--- src/pkg/rif_pkg.sv ---
// constants and state types for the clock interrupt status block
package rif_pkg;
  localparam logic [5:0] RIF_CTRL_A_IDX  = 6'h0A; // rate select register
  localparam logic [5:0] RIF_CTRL_B_IDX  = 6'h0B; // enable register
  localparam logic [5:0] RIF_FLAGS_IDX   = 6'h0C; // interrupt_flags
  localparam logic [5:0] RIF_VALID_IDX   = 6'h0D; // power_validity
  localparam int RIF_REQ_BIT       = 7;
  localparam int RIF_PER_BIT       = 6;
  localparam int RIF_ALM_BIT       = 5;
  localparam int RIF_UPD_BIT       = 4;
  localparam int RIF_PWR_VALID_BIT = 7;
  localparam int RIF_SET_BIT       = 7;
  localparam int RIF_PER_EN_BIT    = 6;
  localparam int RIF_ALM_EN_BIT    = 5;
  localparam int RIF_UPD_EN_BIT    = 4;
  localparam int RIF_TAP_W     = 15;
  localparam logic [3:0] RIF_RATE_OFF = 4'h0; // divider output disabled
  localparam logic [7:0] RIF_ZERO8    = 8'h00;
  localparam logic [3:0] RIF_RATE_RST = 4'h0;
  localparam logic [3:0] RIF_LOW_ZERO = 4'h0;

  typedef enum logic [1:0] {RIF_IDLE, RIF_READ, RIF_WRITE} rif_bus_e;
endpackage

--- src/hw/rif_edge_sel.sv ---
// selected divider tap rising-edge detector
`timescale 1ns/1ps
module rif_edge_sel
  import rif_pkg::*;
(
  input  wire logic                 clk,
  input  wire logic                 nrst,
  input  wire logic [RIF_TAP_W-1:0] taps,
  input  wire logic [3:0]           rate_select,
  output logic                      tap_rise
);
  typedef struct packed {
    logic prev;
    logic rise;
  } rif_edge_s;

  rif_edge_s st_reg;
  rif_edge_s st_next;
  logic      sel;

  // pick tap: rate 1..15 selects taps[0..14], 0 disables
  always_comb begin
    sel = 1'b0;
    if (rate_select != RIF_RATE_OFF) begin
      sel = taps[rate_select - 4'h1];
    end
    st_next.prev = sel;
    st_next.rise = sel & ~st_reg.prev;
  end

  always_ff @(posedge clk or negedge nrst) begin
    if (!nrst) begin
      st_reg <= '0;
    end else begin
      st_reg <= st_next;
    end
  end

  assign tap_rise = st_reg.rise;
endmodule

--- src/hw/rif_irq_flags.sv ---
// interrupt flags, enables and power validity behind the multiplexed bus
`timescale 1ns/1ps
// Functional notes
// - combined request is OR of each event flag ANDed with its enable, top bit
// - interrupt request pin low whenever combined request flag is one
// - all flag bits clear after flag register read, and while reset is low
// - periodic flag sets on chosen divider tap edge, regardless of its enable
// - alarm match flag sets when time of day equals alarm time
// - update done flag sets at the end of every update cycle
// - flag register low four bits read zero; writes ignored, register read only
// - power valid flag forced to zero while power sense input is low
// - power valid flag set only by a host read of validity register
// - reset leaves power valid flag unchanged
// - validity register bits six to zero read zero; writes ignored
// - periodic enable gates only the request, flag still sets
// - update enable clears on reset or when update inhibit is set
// - alarm and periodic enables clear on reset
module rif_irq_flags
  import rif_pkg::*;
(
  input  wire logic                 clk,
  input  wire logic                 nrst,
  input  wire logic [7:0]           ad_in,
  output logic [7:0]                ad_out,
  output logic                      ad_oe_n,
  input  wire logic                 addr_latch_strobe,
  input  wire logic                 data_transfer_strobe,
  input  wire logic                 rd_wr_n,
  input  wire logic                 chip_en_n,
  input  wire logic [RIF_TAP_W-1:0] div_taps,
  input  wire logic                 alarm_match,
  input  wire logic                 update_end,
  input  wire logic                 power_sense_input,
  output logic                      irq_n
);
  typedef struct packed {
    logic [5:0] index;
    logic       as_prev;
    logic       dstb_prev;
    logic [7:0] rdata;
    logic       drive;
    logic       clr_pend;
    logic [3:0] rate_select;
    logic       update_inhibit;
    logic       periodic_irq_enable;
    logic       alarm_irq_enable;
    logic       update_irq_enable;
    logic       periodic_flag;
    logic       alarm_match_flag;
    logic       update_done_flag;
  } rif_state_s;

  rif_state_s st_reg;
  rif_state_s st_next;
  logic       pv_reg;
  logic       pv_next;
  logic       tap_rise;
  logic       combined_request_flag;
  logic       as_fall;
  logic       dstb_rise;
  logic       dstb_fall;
  logic       sel;
  rif_bus_e   acc;

  ////////////////////////////////////////////////////////////////////////
  // periodic tap edge
  rif_edge_sel u_edge (
    .clk         (clk),
    .nrst        (nrst),
    .taps        (div_taps),
    .rate_select (st_reg.rate_select),
    .tap_rise    (tap_rise)
  );

  ////////////////////////////////////////////////////////////////////////
  // combined request and pin
  assign combined_request_flag =
      (st_reg.periodic_flag    & st_reg.periodic_irq_enable) |
      (st_reg.alarm_match_flag & st_reg.alarm_irq_enable)    |
      (st_reg.update_done_flag & st_reg.update_irq_enable);
  assign irq_n   = ~combined_request_flag;
  assign ad_out  = st_reg.rdata;
  assign ad_oe_n = ~st_reg.drive;

  // strobe edges and access kind
  // strobes are sampled once per clock, so each level must last one clock
  // the index latches on the falling address strobe, as the host expects
  assign as_fall   = st_reg.as_prev & ~addr_latch_strobe;
  assign dstb_rise = ~st_reg.dstb_prev & data_transfer_strobe;
  assign dstb_fall = st_reg.dstb_prev & ~data_transfer_strobe;
  assign sel       = ~chip_en_n;

  // access kind is taken once, at the rising data strobe
  // chip enable and direction only matter at that edge
  always_comb begin
    acc = RIF_IDLE;
    if (dstb_rise && sel) begin
      acc = rd_wr_n ? RIF_READ : RIF_WRITE;
    end
  end

  ////////////////////////////////////////////////////////////////////////
  // register next state
  always_comb begin
    st_next         = st_reg;
    st_next.as_prev = addr_latch_strobe;
    st_next.dstb_prev = data_transfer_strobe;
    if (as_fall) begin
      st_next.index = ad_in[5:0];
    end
    case (acc)
      RIF_READ: begin
        st_next.drive = 1'b1;
        st_next.rdata = RIF_ZERO8;
        if (st_reg.index == RIF_FLAGS_IDX) begin
          // snapshot before clear; low bits stay zero
          st_next.rdata = {combined_request_flag, st_reg.periodic_flag,
                           st_reg.alarm_match_flag, st_reg.update_done_flag,
                           RIF_LOW_ZERO};
          st_next.clr_pend = 1'b1;
        end else if (st_reg.index == RIF_VALID_IDX) begin
          st_next.rdata[RIF_PWR_VALID_BIT] = pv_reg;
        end else if (st_reg.index == RIF_CTRL_A_IDX) begin
          st_next.rdata[3:0] = st_reg.rate_select;
        end else if (st_reg.index == RIF_CTRL_B_IDX) begin
          st_next.rdata[RIF_SET_BIT] = st_reg.update_inhibit;
          st_next.rdata[RIF_PER_EN_BIT] = st_reg.periodic_irq_enable;
          st_next.rdata[RIF_ALM_EN_BIT] = st_reg.alarm_irq_enable;
          st_next.rdata[RIF_UPD_EN_BIT] = st_reg.update_irq_enable;
        end
      end
      RIF_WRITE: begin
        // flag and validity registers ignore writes
        if (st_reg.index == RIF_CTRL_A_IDX) begin
          st_next.rate_select = ad_in[3:0];
        end else if (st_reg.index == RIF_CTRL_B_IDX) begin
          st_next.update_inhibit      = ad_in[RIF_SET_BIT];
          st_next.periodic_irq_enable = ad_in[RIF_PER_EN_BIT];
          st_next.alarm_irq_enable    = ad_in[RIF_ALM_EN_BIT];
          // setting update inhibit always drops the update enable
          st_next.update_irq_enable   = ad_in[RIF_UPD_EN_BIT] & ~ad_in[RIF_SET_BIT];
        end
      end
      default: begin
      end
    endcase
    // clear after the read completes; new events still set
    // events are applied last, so an event in the clear cycle survives
    if (dstb_fall) begin
      st_next.drive = 1'b0;
      if (st_reg.clr_pend) begin
        st_next.clr_pend         = 1'b0;
        st_next.periodic_flag    = 1'b0;
        st_next.alarm_match_flag = 1'b0;
        st_next.update_done_flag = 1'b0;
      end
    end
    if (tap_rise) begin
      st_next.periodic_flag = 1'b1;
    end
    if (alarm_match) begin
      st_next.alarm_match_flag = 1'b1;
    end
    if (update_end) begin
      st_next.update_done_flag = 1'b1;
    end
  end

  // power valid flag, not reset by nrst
  // unknown after power-up until sense goes low or the register is read
  always_comb begin
    pv_next = pv_reg;
    if (acc == RIF_READ && st_reg.index == RIF_VALID_IDX) begin
      pv_next = 1'b1;
    end
    if (!power_sense_input) begin
      pv_next = 1'b0;
    end
  end

  ////////////////////////////////////////////////////////////////////////
  // state registers; reset clears flags and enables
  always_ff @(posedge clk or negedge nrst) begin
    if (!nrst) begin
      st_reg <= '0;
    end else begin
      st_reg <= st_next;
    end
  end

  always_ff @(posedge clk) begin
    pv_reg <= pv_next;
  end
endmodule

--- config.mk ---
export PLATFORM = sky130hd
export DESIGN_NAME = rif_irq_flags
export DESIGN_NICKNAME = d
export VERILOG_FILES = /design/src/pkg/rif_pkg.sv /design/src/hw/rif_edge_sel.sv /design/src/hw/rif_irq_flags.sv
export SDC_FILE = /design/constraint.sdc
export NUM_CORES = 1
export LEC_CHECK = 0
export BUFFER_PORTS_ARGS = -buffer_cell sky130_fd_sc_hd__buf_2
export CAP_MARGIN = 40
export CORE_ASPECT_RATIO = 0.7
export CORE_MARGIN = 2
export CORE_UTILIZATION = 50
export CTS_CLUSTER_SIZE = 10
export DETAILED_ROUTE_END_ITERATION = 8
export GPL_ROUTABILITY_DRIVEN = 0
export PLACE_DENSITY = 0.77
export SYNTH_ARGS = -nofsm -noshare
export SYNTH_HDL_FRONTEND = slang
export SYNTH_SLANG_ARGS = --single-unit
--- constraint.sdc ---
create_clock -name clk -period 2.65 [get_ports clk]
set_clock_uncertainty 0.05 [all_clocks]
set_input_delay 0.265 -clock clk [delete_from_list [all_inputs] [get_ports clk]]
set_output_delay 0.265 -clock clk [all_outputs]
set_load 0.1 [all_outputs]
Word-level counts from Yosys, hierarchy flattened:

Index checks and enable logic that the tools add are counted.

* bits in registers: 32
* bits in latches: 0
* bits in writable memories: 0
* bits in read-only memories: 0
* input port bits: 32
* output and inout port bits: 10
* word-level logic and storage cells: 79
* memories kept: 0

* $add $sub $neg: 1
* multipliers: 0
* div/mod/pow operators: 0
* $lt $le $gt $ge: 1
* eq/ne operators: 6
* shift operators: 0
* multiplexer cells: 20
* bitwise logic cells: 19
* reduce and logical (&&, ||, !) cells: 15

Operator list (number)
* $eq 6x4->1 const B: 4
* $reduce_bool 2->1: 7
* $mux 4: 3
* $not 1->1: 9
* $and 1x1->1: 8
* $mux 1: 8
* $mux 2: 4
* $mux 8: 1
* $reduce_and 2->1: 4
* $mux 7: 1
* $mux 3: 2
* $lt 4x5->1 const B: 1
* $bmux 1 s4: 1
* $reduce_bool 4->1: 1
* $sub 4x1->4 const B: 1
* $reduce_and 3->1: 1
* $eq 2x1->1 const B: 1
* $eq 2x2->1 const B: 1
* $logic_and 1x1->1: 2
* $or 1x1->1: 2

Logic depth before layout (Yosys ltp):

* depth after elaboration: 8
* mapped depth: 7
* depth with buffers taken out: 6

Hierarchy:

From an unflattened synthesis, not the netlist that was laid out.

* cell total of the unflattened synthesis: 135
* area, all modules: 1627.8 um^2

By module, submodules not included
* rif_irq_flags: instances 1, cells each 113, area an instance 1356.3 um^2, sequential area each 745.7 um^2
* rif_edge_sel: instances 1, cells each 22, area an instance 271.5 um^2, sequential area each 50.0 um^2

Least setup slack after synthesis:

No wires, ideal clock.

* path type: reg2reg
* from: reg st_reg[4] (netlist name)
* to: reg st_reg (netlist bit ad_out[7])
* setup time: 0.135 ns
* arrival: 3.349 ns
* required time: 2.465 ns
* slack: -0.885 ns
* cell stages (with the launch flop): 4
* path buffers: 0
* period minus slack after synthesis: 3.535 ns
* cell sequence: dfrtp_1 > a222oi_1 > a221o_1 > o21ai_0

* cells in the longest elaborated chain, start to end: 4

Ends and longest elaborated chain
* start, declared: line rif_irq_flags.sv:53 `rif_state_s st_reg;`
* start signal, assigned: line rif_irq_flags.sv:187 `st_reg <= st_next;`
* $and 1x1->1: line rif_irq_flags.sv:79 `(st_reg.alarm_match_flag & st_reg.alarm_irq_enable) |`
* $or 1x1->1: line rif_irq_flags.sv:78 `(st_reg.periodic_flag & st_reg.periodic_irq_enable) |`
* $or 1x1->1: line rif_irq_flags.sv:79
* $mux 8: line rif_irq_flags.sv:115 `if (st_reg.index == RIF_FLAGS_IDX) begin`

Every way passes these cells.
A chain may end at the register's enable or synchronous reset.

Worst setup path after layout:

* from: reg st_reg[7] (netlist name)
* to: reg u_edge.st_reg[1] (netlist name)

* cells in the longest elaborated chain, start to end: 4
* elaborated cells on any way between the ends: 5
* those cells by class: add/sub (1); mux (3); reduce/logical (1)

Ends and longest elaborated chain
* $sub 4x1->4: line rif_edge_sel.sv:25 `sel = taps[rate_select - 4'h1];`
* $bmux 1 s4: line rif_edge_sel.sv:25
* $mux 1 (implied by the code): line rif_edge_sel.sv:25
* $mux 1 (*): line rif_edge_sel.sv:24 `if (rate_select != RIF_RATE_OFF) begin`
* named net u_edge.sel: line rif_edge_sel.sv:19 `logic sel;`
* end signal, assigned: line rif_edge_sel.sv:35 `st_reg <= st_next;`
* end, declared: line rif_edge_sel.sv:17 `rif_edge_s st_reg;`

The timed path passes the listed nets; every way through them passes the cells marked *. The select of a mux whose other input is x is not followed.

==> results.cfg <==
[final_layout]
drive_above_1_share = 0.411
syn_to_final_growth_pct = 17.6
final_util = 0.638
diodes = 0
largest_reg_flops = 21
fin_nets = 196

[power]
pwr-share-comb = 0.176
swShare = 0.277
pwr-share-clk = 0.335
p_switching_mw = 0.310
seq_power_share = 0.489
irDropWorstVdd_uv = 393
internal_power_mw = 0.810
power.leakage_nw = 0.867
power.density_nw_per_um2 = 609

[clocking]
clock-sinks = 32
max-clock-path-buffers = 2
insertion_delay_ns = 0.28
root_buffer = clkbuf_8
h-tree-depth = 2
cts-resized-gates = 0
numCtsBuffers = 5
cts_tree = built
clkTransAtPathRegs_ns = 0.06

[global_route]
globalRouteOverflowTotal = 0
grt_util_all_layers = 0.199
first_global_vias = 1152
grt_max_degree = 32
antenna_found_initial = 0
grt_pass1_wl_um = 5300

[min_path]
hp-class = primary input to flop

[detailed_routing]
first_pass_iters = 4
drc_errors = 0
vias = 1108
final_antenna_net_count = 0
wire_per_inst_um = 15.6
drtIter0Drc = 53
avgViaCountPerCell = 5.57
wl_um = 3100

[job]
maxCapViolCount = 0

[floorplanning]
rows = 16
core_area_um2 = 2880
die_w_um = 70.8
fp.dieH_um = 50.8
boundaryPins = 42
die_area_um2 = 3600
start_util = 0.542

[timing]
fmax_mhz = 443
fin_tns_setup_ns = 0
rsz0062_at_grt = no
holdWs_ns = 0.0517
slew_headroom = 0.536
drv_slew = 0
finalCritPeriodShare = 0.852
tightest_slew_ns = 0.696
hold_violations = 0
min_period_ns = 2.26
setup_violations = 0

[yosys]
ys_types = 35
synthFlopType = dfrtp_1
synth_area_leaders = dfrtp_1, mux2_2, buf_4, mux2_4, mux4_1
syn_area_um2 = 1560
ys_seq_elements = 32
async_reset_ff_frac = 0.969
seq_area_frac_synth = 0.509
yosysTopAreaCell = dfrtp_1
synth_most_common_cell = dfrtp_1
synth_edf_count = 0
synthCells = 124
syn_nets = 158
synth_commonest_cells = dfrtp_1, nand2_1, buf_4, mux2_2, o21ai_0
syn_area_per_cell_um2 = 12.6
synth.top_cell.area_share = 0.496
yosysWarnings = 0

[setup_path]
cpLargestDelayFamily = multiplexers
worst_path_largest_cell_delay_ns = 0.48
crit_buf_inv = 1
arrival_ns = 2.41
crit_chain = inv_1 > ha_1 > mux2i_1 > mux4_2 > mux2_2 > nor2_1
path_class = flop to flop
crit_path_start_kind = flop
endpoint_kind = flop
worstPathMaxFanout = 6
required_ns = 2.80
cpMaxStageDelayCell = mux4_2

[placed_design]
hpwlAfterDp_um = 2340
io_buffers = 41

[outcome]
status = completed
## timing repair
action,in CTS,in global routing
hold buffers,1,0
buffers inserted,0,0
hold endpoints to repair,31,0
## metrics by stage
step                      setup WS [ns]  std cells  cell area (um2)  power, mW
after floorplan                  -0.885        124             1560      0.695
after global placement            0.608        190             1740      0.740
after detailed placement          0.445        190             1740      0.751
after CTS                         0.433        199             1840       1.13
after global routing              0.302        199             1840       1.18
final                             0.393        199             1840       1.12
## path summary, 6_finish.rpt
| check | cells past startpoint | to | start | slack, ns |
|---|---|---|---|---|
| max reg2reg | 6 | u_edge.st_reg[1] | st_reg[7] | 0.39 |
| min reg2reg | 1 | u_edge.tap_rise | u_edge.st_reg[1] | 0.36 |
| max in group asynchronous | 2 | st_reg[28] | nrst | 1.59 |
| min in group asynchronous | 2 | st_reg[21] | nrst | 0.52 |
| min | 1 | st_reg[22] | addr_latch_strobe | 0.05 |
| max | 6 | u_edge.st_reg[1] | st_reg[7] | 0.39 |
## metal layers
layer	track usage	up-vias	part of all wire	routed length, um
li1	-	517	-	-
met5	0	-	0	0
met4	0.0566	0	0.015	46
met1	0.250	531	0.45	1380
met3	0.0924	7	0.091	283
met2	0.310	53	0.45	1380
## placed cells by master (no fill, tap or decap), drive strengths merged, types with 4 or more instances in the layout
cell type	synthesis	final
o21ai	6	6
mux2	13	13
clkbuf	2	8
buf	9	41
dfrtp	31	31
nor2b	4	4
mux2i	4	4
nand2	12	12
a22o	5	5
inv	5	5
## cells by family after synthesis
| logic type | after synthesis | share of synthesized area |
|---|---|---|
| AO/OA/AOI/OAI | 21 | 0.0985 |
| XOR/XNOR | 2 | 0.0112 |
| adder cells (fa/ha/maj) | 2 | 0.0160 |
| buffers and inverters | 16 | 0.0600 |
| flip-flops | 32 | 0.509 |
| multiplexers | 20 | 0.177 |
| AND/OR/NAND/NOR | 31 | 0.128 |
## power by group through the flow
stage / Combinational, mW / Sequential, mW / Clock, mW
2_1_floorplan: 0.148 / 0.547 / 0
3_3_place_gp: 0.187 / 0.553 / 0
3_5_place_dp: 0.196 / 0.555 / 0
4_1_cts: 0.198 / 0.547 / 0.384
5_1_grt: 0.213 / 0.550 / 0.413
6_report: 0.197 / 0.547 / 0.375
## cell type report
cell class	count	area, um2
Sequential cell	32	796
Multi-Input combinational cell	76	673
Tap cell	36	45.0
Fill cell	242	1040
Inverter	5	18.8
Timing Repair Buffer	42	215
Clock buffer	8	90.1
Note: power is estimated with default switching activity, not from simulation.
